## src/kpi_pkg.sv

```systemverilog
// Package for the pin-change interrupt unit: register map, field positions, resets.
// Assumes a 32-bit APB master; each register takes one aligned word.
package kpi_pkg;
    // ****************************************
    // Register indices and byte address width
    // ****************************************
    localparam logic [7:0] KPI_IDX_STATUS_CONTROL = 8'h0c;
    localparam logic [7:0] KPI_IDX_IRQ_ENABLE = 8'h0d;
    localparam logic [7:0] KPI_IDX_IRQ_POLARITY = 8'h0e;
    localparam logic [7:0] KPI_IDX_EVT_STATUS = 8'h10;
    localparam logic [7:0] KPI_IDX_EVT_CLEAR = 8'h11;
    localparam logic [7:0] KPI_IDX_EVT_ENABLE = 8'h12;
    localparam int KPI_ADDR_W = 12;
    // ****************************************
    // Field positions
    // ****************************************
    localparam int KPI_SC_MODE = 0;
    localparam int KPI_SC_IE = 1;
    localparam int KPI_SC_ACK = 2;
    localparam int KPI_SC_FLAG = 3;
    localparam int KPI_NPINS = 4;
    localparam int KPI_EVT_DETECT = 0;
    localparam int KPI_EVT_ACK_BLOCKED = 1;
    localparam int KPI_NEVT = 2;
    // ****************************************
    // Reset values
    // ****************************************
    localparam logic [7:0] KPI_RST_STATUS_CONTROL = 8'h00;
    localparam logic [3:0] KPI_RST_PIN_ENABLE = 4'h0;
    localparam logic [3:0] KPI_RST_POLARITY = 4'h0;
    localparam logic [1:0] KPI_RST_EVT = 2'h0;

    typedef struct packed {
        logic ie;
        logic mode;
        logic flag;
        logic [3:0] pin_en;
        logic [3:0] pol;
        logic [3:0] sync1;
        logic [3:0] sync2;
        logic [3:0] sync3;
        logic [3:0] filt;
        logic [3:0] prev_asserted;
        logic [1:0] evt_status;
        logic [1:0] evt_enable;
        logic [31:0] rdata;
        logic slverr;
    } kpi_state_s;

    function automatic logic [KPI_ADDR_W-1:0] kpi_byte_addr(input logic [7:0] idx);
        return {2'b00, idx, 2'b00};
    endfunction
endpackage

```

## src/kpi_pin_change_irq_unit.sv

```systemverilog
// Pin-change interrupt unit: four pin inputs, flag, acknowledge, APB registers.
// Assumes pins are asynchronous to CLK; pull enable comes from port logic on CLK.
//
// The APB interface to the registers was chosen for this implementation.
`timescale 1ns/1ps

module kpi_pin_change_irq_unit (
    // Clock and reset
    input wire logic CLK,
    input wire logic ARST_N,
    // APB slave
    input wire logic PSEL,
    input wire logic PENABLE,
    input wire logic PWRITE,
    input wire logic [kpi_pkg::KPI_ADDR_W-1:0] PADDR,
    input wire logic [31:0] PWDATA,
    input wire logic [3:0] PSTRB,
    output logic [31:0] PRDATA,
    output logic PREADY,
    output logic PSLVERR,
    // Port A pins and pull control
    input wire logic [3:0] PORTA_PINS,
    input wire logic [3:0] PORTA_PULL_ENABLE,
    output logic [3:0] PULLUP_EN,
    output logic [3:0] PULLDOWN_EN,
    // Interrupt
    output logic IRQ
);
    // ****************************************
    // State
    // ****************************************
    kpi_pkg::kpi_state_s state_reg;
    kpi_pkg::kpi_state_s state_next;

    logic setup_phase;
    logic wr_access;
    logic [7:0] wbyte;
    logic [3:0] asserted;
    logic [3:0] edge_hit;
    logic any_level;
    logic set_flag;
    logic ack_req;
    logic ack_ok;
    logic [1:0] evt_set;
    logic [7:0] sc_read;
    logic hit;

    function automatic logic addr_is(input logic [kpi_pkg::KPI_ADDR_W-1:0] a, input logic [7:0] idx);
        return a == kpi_pkg::kpi_byte_addr(idx);
    endfunction

    // ****************************************
    // Detection
    // ****************************************
    always_comb begin
        // Polarity zero asserts low, one asserts high
        asserted = ~(state_reg.filt ^ state_reg.pol);
        // Edge only from deasserted to asserted, filtered view one cycle apart
        edge_hit = state_reg.pin_en & asserted & ~state_reg.prev_asserted;
        any_level = |(state_reg.pin_en & asserted);
        // No halt input: detection never pauses for debug
        set_flag = (|edge_hit) | (state_reg.mode & any_level);
    end

    // ****************************************
    // Bus decode
    // ****************************************
    always_comb begin
        setup_phase = PSEL & ~PENABLE;
        wr_access = PSEL & PENABLE & PWRITE & PSTRB[0];
        wbyte = PWDATA[7:0];
        hit = addr_is(PADDR, kpi_pkg::KPI_IDX_STATUS_CONTROL) | addr_is(PADDR, kpi_pkg::KPI_IDX_IRQ_ENABLE)
            | addr_is(PADDR, kpi_pkg::KPI_IDX_IRQ_POLARITY) | addr_is(PADDR, kpi_pkg::KPI_IDX_EVT_STATUS)
            | addr_is(PADDR, kpi_pkg::KPI_IDX_EVT_CLEAR) | addr_is(PADDR, kpi_pkg::KPI_IDX_EVT_ENABLE);
        ack_req = wr_access & addr_is(PADDR, kpi_pkg::KPI_IDX_STATUS_CONTROL) & wbyte[kpi_pkg::KPI_SC_ACK];
        // Level mode refuses the clear while any enabled input is asserted
        ack_ok = ack_req & ~(state_reg.mode & any_level);
        evt_set = '0;
        evt_set[kpi_pkg::KPI_EVT_DETECT] = set_flag;
        evt_set[kpi_pkg::KPI_EVT_ACK_BLOCKED] = ack_req & ~ack_ok;
        sc_read = '0;
        sc_read[kpi_pkg::KPI_SC_FLAG] = state_reg.flag;
        sc_read[kpi_pkg::KPI_SC_IE] = state_reg.ie;
        sc_read[kpi_pkg::KPI_SC_MODE] = state_reg.mode;
    end

    // ****************************************
    // Next state
    // ****************************************
    always_comb begin
        state_next = state_reg;
        // Three-stage sync; value moves only when stages two and three agree
        state_next.sync1 = PORTA_PINS;
        state_next.sync2 = state_reg.sync1;
        state_next.sync3 = state_reg.sync2;
        state_next.filt = (~(state_reg.sync2 ^ state_reg.sync3) & state_reg.sync3)
            | ((state_reg.sync2 ^ state_reg.sync3) & state_reg.filt);
        state_next.prev_asserted = asserted;
        // Set wins over acknowledge; bit 3 of a status/control write is never looked at
        if (set_flag) begin
            state_next.flag = 1'b1;
        end else if (ack_ok) begin
            state_next.flag = 1'b0;
        end
        if (wr_access) begin
            if (addr_is(PADDR, kpi_pkg::KPI_IDX_STATUS_CONTROL)) begin
                state_next.ie = wbyte[kpi_pkg::KPI_SC_IE];
                state_next.mode = wbyte[kpi_pkg::KPI_SC_MODE];
            end
            if (addr_is(PADDR, kpi_pkg::KPI_IDX_IRQ_ENABLE)) begin
                state_next.pin_en = wbyte[3:0];
            end
            if (addr_is(PADDR, kpi_pkg::KPI_IDX_IRQ_POLARITY)) begin
                state_next.pol = wbyte[3:0];
            end
            if (addr_is(PADDR, kpi_pkg::KPI_IDX_EVT_ENABLE)) begin
                state_next.evt_enable = wbyte[1:0];
            end
        end
        if (wr_access && addr_is(PADDR, kpi_pkg::KPI_IDX_EVT_CLEAR)) begin
            state_next.evt_status = (state_reg.evt_status & ~wbyte[1:0]) | evt_set;
        end else begin
            state_next.evt_status = state_reg.evt_status | evt_set;
        end
        // Read data captured in setup, so access phase never waits
        if (setup_phase) begin
            state_next.slverr = ~hit;
            state_next.rdata = '0;
            if (!PWRITE) begin
                if (addr_is(PADDR, kpi_pkg::KPI_IDX_STATUS_CONTROL)) begin
                    state_next.rdata[7:0] = sc_read;
                end else if (addr_is(PADDR, kpi_pkg::KPI_IDX_IRQ_ENABLE)) begin
                    state_next.rdata[3:0] = state_reg.pin_en;
                end else if (addr_is(PADDR, kpi_pkg::KPI_IDX_IRQ_POLARITY)) begin
                    state_next.rdata[3:0] = state_reg.pol;
                end else if (addr_is(PADDR, kpi_pkg::KPI_IDX_EVT_STATUS)) begin
                    state_next.rdata[1:0] = state_reg.evt_status;
                end else if (addr_is(PADDR, kpi_pkg::KPI_IDX_EVT_ENABLE)) begin
                    state_next.rdata[1:0] = state_reg.evt_enable;
                end
            end
        end
    end

    always_ff @(posedge CLK or negedge ARST_N) begin
        if (!ARST_N) begin
            state_reg <= '0;
        end else begin
            state_reg <= state_next;
        end
    end

    // ****************************************
    // Outputs
    // ****************************************
    assign PRDATA = state_reg.rdata;
    assign PREADY = 1'b1;
    assign PSLVERR = PSEL & PENABLE & state_reg.slverr;
    assign PULLUP_EN = PORTA_PULL_ENABLE & ~state_reg.pol;
    assign PULLDOWN_EN = PORTA_PULL_ENABLE & state_reg.pol;
    assign IRQ = (state_reg.ie & state_reg.flag) | (|(state_reg.evt_status & state_reg.evt_enable));

    logic rd_sc_done;
    assign rd_sc_done = PSEL & PENABLE & ~PWRITE & addr_is(PADDR, kpi_pkg::KPI_IDX_STATUS_CONTROL);
endmodule

```

## config.mk

```make
export PLATFORM = sky130hd
export DESIGN_NAME = kpi_pin_change_irq_unit
export DESIGN_NICKNAME = d
export VERILOG_FILES = /design/src/kpi_pkg.sv /design/src/kpi_pin_change_irq_unit.sv
export SDC_FILE = /design/constraint.sdc
export NUM_CORES = 1
export LEC_CHECK = 0
export ABC_AREA = 1
export ABC_CLOCK_PERIOD_IN_PS = 1300
export BUFFER_PORTS_ARGS = -buffer_cell sky130_fd_sc_hd__buf_2
export CAP_MARGIN = 20
export CELL_PAD_IN_SITES_DETAIL_PLACEMENT = 1
export CELL_PAD_IN_SITES_GLOBAL_PLACEMENT = 1
export CORE_MARGIN = 10
export CORE_UTILIZATION = 32
export DETAILED_ROUTE_END_ITERATION = 10
export PLACE_DENSITY = 0.77
export SETUP_SLACK_MARGIN = 0.5
export SLEW_MARGIN = 0
export SYNTH_ARGS = -nofsm -noshare
export SYNTH_HDL_FRONTEND = slang
export SYNTH_SLANG_ARGS = --single-unit
```

## constraint.sdc

```tcl
create_clock -name CLK -period 1.3 [get_ports CLK]
set_input_delay 0.065 -clock CLK [delete_from_list [all_inputs] [get_ports CLK]]
set_output_delay 0.065 -clock CLK [all_outputs]
set_load 0.005 [all_outputs]
```

==> impl_metrics.yaml, run 1 <==
outcome:
  outcome: "complete, no violations"
placement:
  portBuffers: 43
  placed_cells: 354
  globalplace.congestion: 0.821
  post-dp-hpwl_um: 4230
yosys:
  ys_seq_area_frac: 0.489
  synthTopCellsByArea: "dfrtp_1, buf_4, nand2_1, o21ai_0, nand3_1"
  synth_cells: 236
  yosysTopAreaCellShare: 0.489
  synth-simple-area-share: 0.217
  synth_warnings: 0
  synth_cell_type_count: 25
  synth_enable_flop_cells: 0
  synth-compound-area-share: 0.0862
  async_reset_ff_frac: 1.00
  netlist_area_sq_um: 2050
  avgSynthCellArea_sq_um: 8.67
  yosys.area.top_type: "dfrtp_1"
  yosys.area_share.xor_xnor: 0.0171
  ys.flop_type: "dfrtp_1"
  synth_seq_cells: 40
  synthMuxAreaShare: 0
  synth_top_family_by_area: "simple AND/OR/NAND/NOR gates"
  synthAdderAreaFrac: 0.0196
floorplanning:
  initial_core_util: 0.326
  io_pins: 104
  die_area_sq_um: 9990
  core_sq_um: 6280
  die_height_um: 100
  die_x_um: 100
  fp-row-count: 29
clock_network:
  cts_tree: "done"
  htreeDepth: 2
  numClockSinks: 40
  insertion_delay_ps: 290
  path_clk_slew_ps: 80
  cts_buffers: 5
  cts_buffer_depth: 2
  cts-root-buf: "clkbuf_8"
cells_and_area:
  layout_common_cells: "dfrtp_1, buf_2, nand2_1"
  fin_nets: 375
  area_growth_pct: 41.8
  fillers: 740
  fin_cells: 392
  final_common_cell: "dfrtp_1"
  drive_above_1_share: 0.432
  largest_reg_flops: 21
  insertedDiodeCount: 0
global_route:
  grt_pass1_vias: 1901
  grt_usage: 0.110
  grt_antenna_before_repair: 0
  overflow: 0
  grt_max_degree: 24
  grt_pass1_wl_um: 8880
timing:
  rsz0062_at_grt: "true"
  slew_violations: 0
  post-route-min-period_ps: 1190
  max_clock_freq_mhz: 840
  setup_viol: 0
  post-route-period-util: 0.915
  timing_hold_violations_final: 0
  clock_skew_ps: 5.16
worst_setup_path:
  critPathCaptureType: "register"
  path_max_fanout: 4
  slowest_delay_ps: 450
  arrival_ps: 1360
  worstPathCellList: "xnor2_2 -> nand2_1 -> nand2_1 -> o21ai_2 -> nand3_1"
  path_common_cell: "nand2_1"
  path_buf_inv: 0
  crit_required_ps: 1470
  critPathLaunchType: "register"
  crit_path_start: "state_reg[57]"
  r2r_start: "state_reg[57]"
  crit_family: "flip-flops"
  path_class: "register to register"
  critPathSlowestCell: "dfrtp_2"
power_and_ir_drop:
  ir_drop_mv: 0.559
  power_leakage_nw: 1.44
  powerDensity_nw_per_um2: 927
  power.total_w: 0.00269
routing:
  detail-route-antenna-nets: 0
  drc_errors: 0
  post_drt_via_cell_ratio: 4.53
  wl_per_cell_um: 14.7
  drt_iter0_drc: 26
  drt_pass1_iterations: 4
  vias: 1776
  routed_wl_um: 5760
job:
  cap_violations: 0
worst_hold_path:
  hp-start: "PWDATA[3]"
  hp-class: "input port to register"
timing repair:
item / CTS / global route
endpoints found under the hold margin: 21 / 0
pin swaps: 16 / 27
setup endpoints to repair: 33 / 61
hold buffers: 5 / 0
buffers inserted: 12 / 13
gates resized for setup: 22 / 50
worst reg2reg max path: cells and delay by family (launching register included):
kind	cells	cell delay [ps]
compound gates	1	200
flops	1	450
xor+xnor	1	150
simple gates	3	270
cells in the mapped netlist (4+ instances only):
library cell,instances
nand2_2,4
xnor2_1,4
buf_4,33
nor2_1,14
dfrtp_1,40
nand2_1,46
inv_1,24
maj3_1,4
nand3_1,19
nor2_4,4
o21ai_0,23
nor2_2,4
layout make-up:
cell class                      count  area [sq um]  area share
Tap cell                           77          96.3      0.0332
Sequential cell                    40          1000       0.345
Inverter                           25          98.8      0.0341
Timing Repair Buffer               77           559       0.193
Clock inverter                      2          38.8      0.0134
Clock buffer                        6          82.6      0.0285
Multi-Input combinational cell    165          1020       0.353
power breakdown:
| group | total, W | internal, W | switching [W] |
|---|---|---|---|
| Sequential | 0.00132 | 0.00129 | 0.0000272 |
| Combinational | 0.000313 | 0.000142 | 0.000171 |
| Clock | 0.00106 | 0.000627 | 0.000432 |
| Total | 0.00269 | 0.00206 | 0.000630 |
cells by family after synthesis:
family | after synthesis
and+or+nand+nor | 96
buffers and inverters | 58
DFF | 40
AOI/OAI and AO/OA | 32
xor gates and xnor gates | 4
adders and majority gates | 4
other | 2
worst paths after layout:
| path | to | slack, ps | cells after the start |
|---|---|---|---|
| worst min-delay path | state_reg[60] | 50 | 3 |
| worst max-delay path | state_reg[35] | 110 | 5 |
| max in group asynchronous | state_reg[57] | 660 | 3 |
| worst min register to register | state_next[47] | 350 | 0 |
| worst max register to register | state_reg[35] | 110 | 5 |
| min in group asynchronous | state_reg[0] | 210 | 2 |
metal layers:
layer  GRT usage  part of all wire  vias up  wire, um
met5           0                 0        -         0
met4      0.0419             0.016        0        91
met3      0.0378             0.060       10       345
met2       0.203              0.55       40      3150
met1       0.110              0.38      875      2180
li1            -                 -      851         -
metrics by stage:
step	area, sq um	hold slack (ps)	setup WS, ps	utilization	setup TNS, ps
after floorplan	2210	-231	252	-	0
after global placement	2320	40.4	49.1	0.369	0
after detailed placement	2320	46.4	-27.0	0.369	-48.0
after CTS	2650	39.5	124	0.422	0
after global routing	2900	69.3	19.0	0.462	0
final	2900	53.0	110	0.462	0
Power figures use the tool's default switching activity.
==> run 2, diff against run 1 <==
--- a/config.mk
+++ b/config.mk
@@ -15,7 +15,7 @@
 export CORE_UTILIZATION = 32
 export DETAILED_ROUTE_END_ITERATION = 10
 export PLACE_DENSITY = 0.77
-export SETUP_SLACK_MARGIN = 0.5
+export SETUP_SLACK_MARGIN = 0.1
 export SLEW_MARGIN = 0
 export SYNTH_ARGS = -nofsm -noshare
 export SYNTH_HDL_FRONTEND = slang
==> run 2 against run 1 <==
First-iteration DRC count is 140% higher. Count of clock-buffer cells in the layout stayed put. Critical path depth stayed put. Non-clock buffer count is 15 lower.
==> impl_metrics.yaml, run 2 (synthesized netlist as in run 1, its figures left out) <==
timing:
  post-route-period-util: 0.968
  totalNegativeSetupSlack_ps: 0
  clock_skew_ps: 5.36
  hold_ws_ps: 49.9
  max_clock_freq_mhz: 795
  slew_violations: 0
  rsz0062_at_grt: "true"
  timing_hold_violations_final: 0
  post-route-min-period_ps: 1260
  setup_viol: 0
clock_network:
  cts_tree: "done"
  path_clk_slew_ps: 80
  numClockSinks: 40
  cts_buffers: 5
  cts_buffer_depth: 2
  cts-root-buf: "clkbuf_8"
  insertion_delay_ps: 290
  htreeDepth: 2
global_route:
  grt_pass1_wl_um: 8890
  grt_antenna_before_repair: 0
  grt_pass1_vias: 1861
  grt_usage: 0.108
  grt_max_degree: 23
  overflow: 0
routing:
  detail-route-antenna-nets: 0
  drc_errors: 0
  drt_pass1_iterations: 4
  drt_iter0_drc: 62
  post_drt_via_cell_ratio: 4.46
  wl_per_cell_um: 14.7
  vias: 1682
  routed_wl_um: 5540
floorplanning:
  die_x_um: 100
  die_height_um: 100
  io_pins: 104
  fp-row-count: 29
  core_sq_um: 6280
  initial_core_util: 0.326
  die_area_sq_um: 9990
cells_and_area:
  layout_common_cells: "buf_2, nand2_1, dfrtp_1"
  fillers: 769
  fin_nets: 360
  fin_cells: 377
  drive_above_1_share: 0.307
  fin_util: 0.412
  insertedDiodeCount: 0
  area_growth_pct: 26.5
  final_common_cell: "buf_2"
  largest_reg_flops: 21
placement:
  portBuffers: 43
  post-dp-hpwl_um: 4200
  placed_cells: 357
  globalplace.congestion: 0.847
worst_setup_path:
  crit_path_end: "state_reg[36]"
  path_max_fanout: 3
  critPathLaunchType: "register"
  path_class: "register to register"
  arrival_ps: 1450
  r2r_slack_ps: 40
  crit_required_ps: 1500
  r2r_end: "state_reg[36]"
  r2r_cells: 5
  critPathCaptureType: "register"
power_and_ir_drop:
  powerDensity_nw_per_um2: 1030
  power.total_w: 0.00266
  power_leakage_nw: 1.33
  ir_drop_mv: 0.730
outcome:
  outcome: "complete, no violations"
job:
  cap_violations: 0
worst_hold_path:
  hp-class: "input port to register"
run 2: changes by cell type in the layout (fill, tap and decap cells not counted), sizes merged:
cell	change
buf	-14
clkbuf	-1
run 2: layout make-up:
class	count	area (sq um)	share of cell area
sequential	40	1000	0.387
multi-input combinational	165	882	0.341
timing repair buffer	62	394	0.152
tap	77	96.3	0.0372
inverter	25	93.8	0.0362
clock buffer	6	82.6	0.0319
clock inverter	2	38.8	0.0150
run 2: per-layer routing:
metal  track usage  share of wire  vias to the layer above
met3        0.0364          0.063                        5
met5             0              0                        -
met1         0.119           0.39                      816
met2         0.191           0.54                       41
met4        0.0331         0.0087                        0
li1              -              -                      820
run 2: how the worst min path moves through the flow:
stage	startpoint	endpoint	slack, ps	depth (start not counted)
3_3_place_gp	ARST_N	state_next[51]	40	1
6_report	PWDATA[3]	state_reg[64]	50	3
2_1_floorplan	ARST_N	PRDATA[0]	-230	0
4_1_cts	PWDATA[3]	state_reg[64]	40	3
3_5_place_dp	ARST_N	state_next[51]	60	1
5_1_grt	PWDATA[3]	state_reg[60]	80	3
run 2: metrics by stage:
step / area, sq um / setup WS [ps]
after detailed placement: 2280 / -21.0
after global placement: 2280 / 38.0
final: 2590 / 41.8
after CTS: 2450 / 96.2
after global routing: 2590 / -5.46
after floorplan: 2150 / 169
run 2: where the power goes:
group | internal, W | switching (W)
sequential | 0.00129 | 0.0000263
combinational | 0.000117 | 0.000143
clock | 0.000628 | 0.000455
run 2: critical path, cell delays in order, from the launching register on:
cell     delay (ps)
dfrtp_1         410
xnor2_2         190
nand2_1         120
nand2_2         110
o21ai_4          80
o31ai_2         260
run 2: timing repair:
| action | CTS | global route |
|---|---|---|
| endpoints found under the setup margin | 3 | 5 |
| pin swaps | 0 | 15 |
| gates resized for setup | 1 | 19 |
| hold buffers | 5 | 0 |
| buffers inserted | 0 | 7 |
| hold endpoints to repair | 22 | 0 |
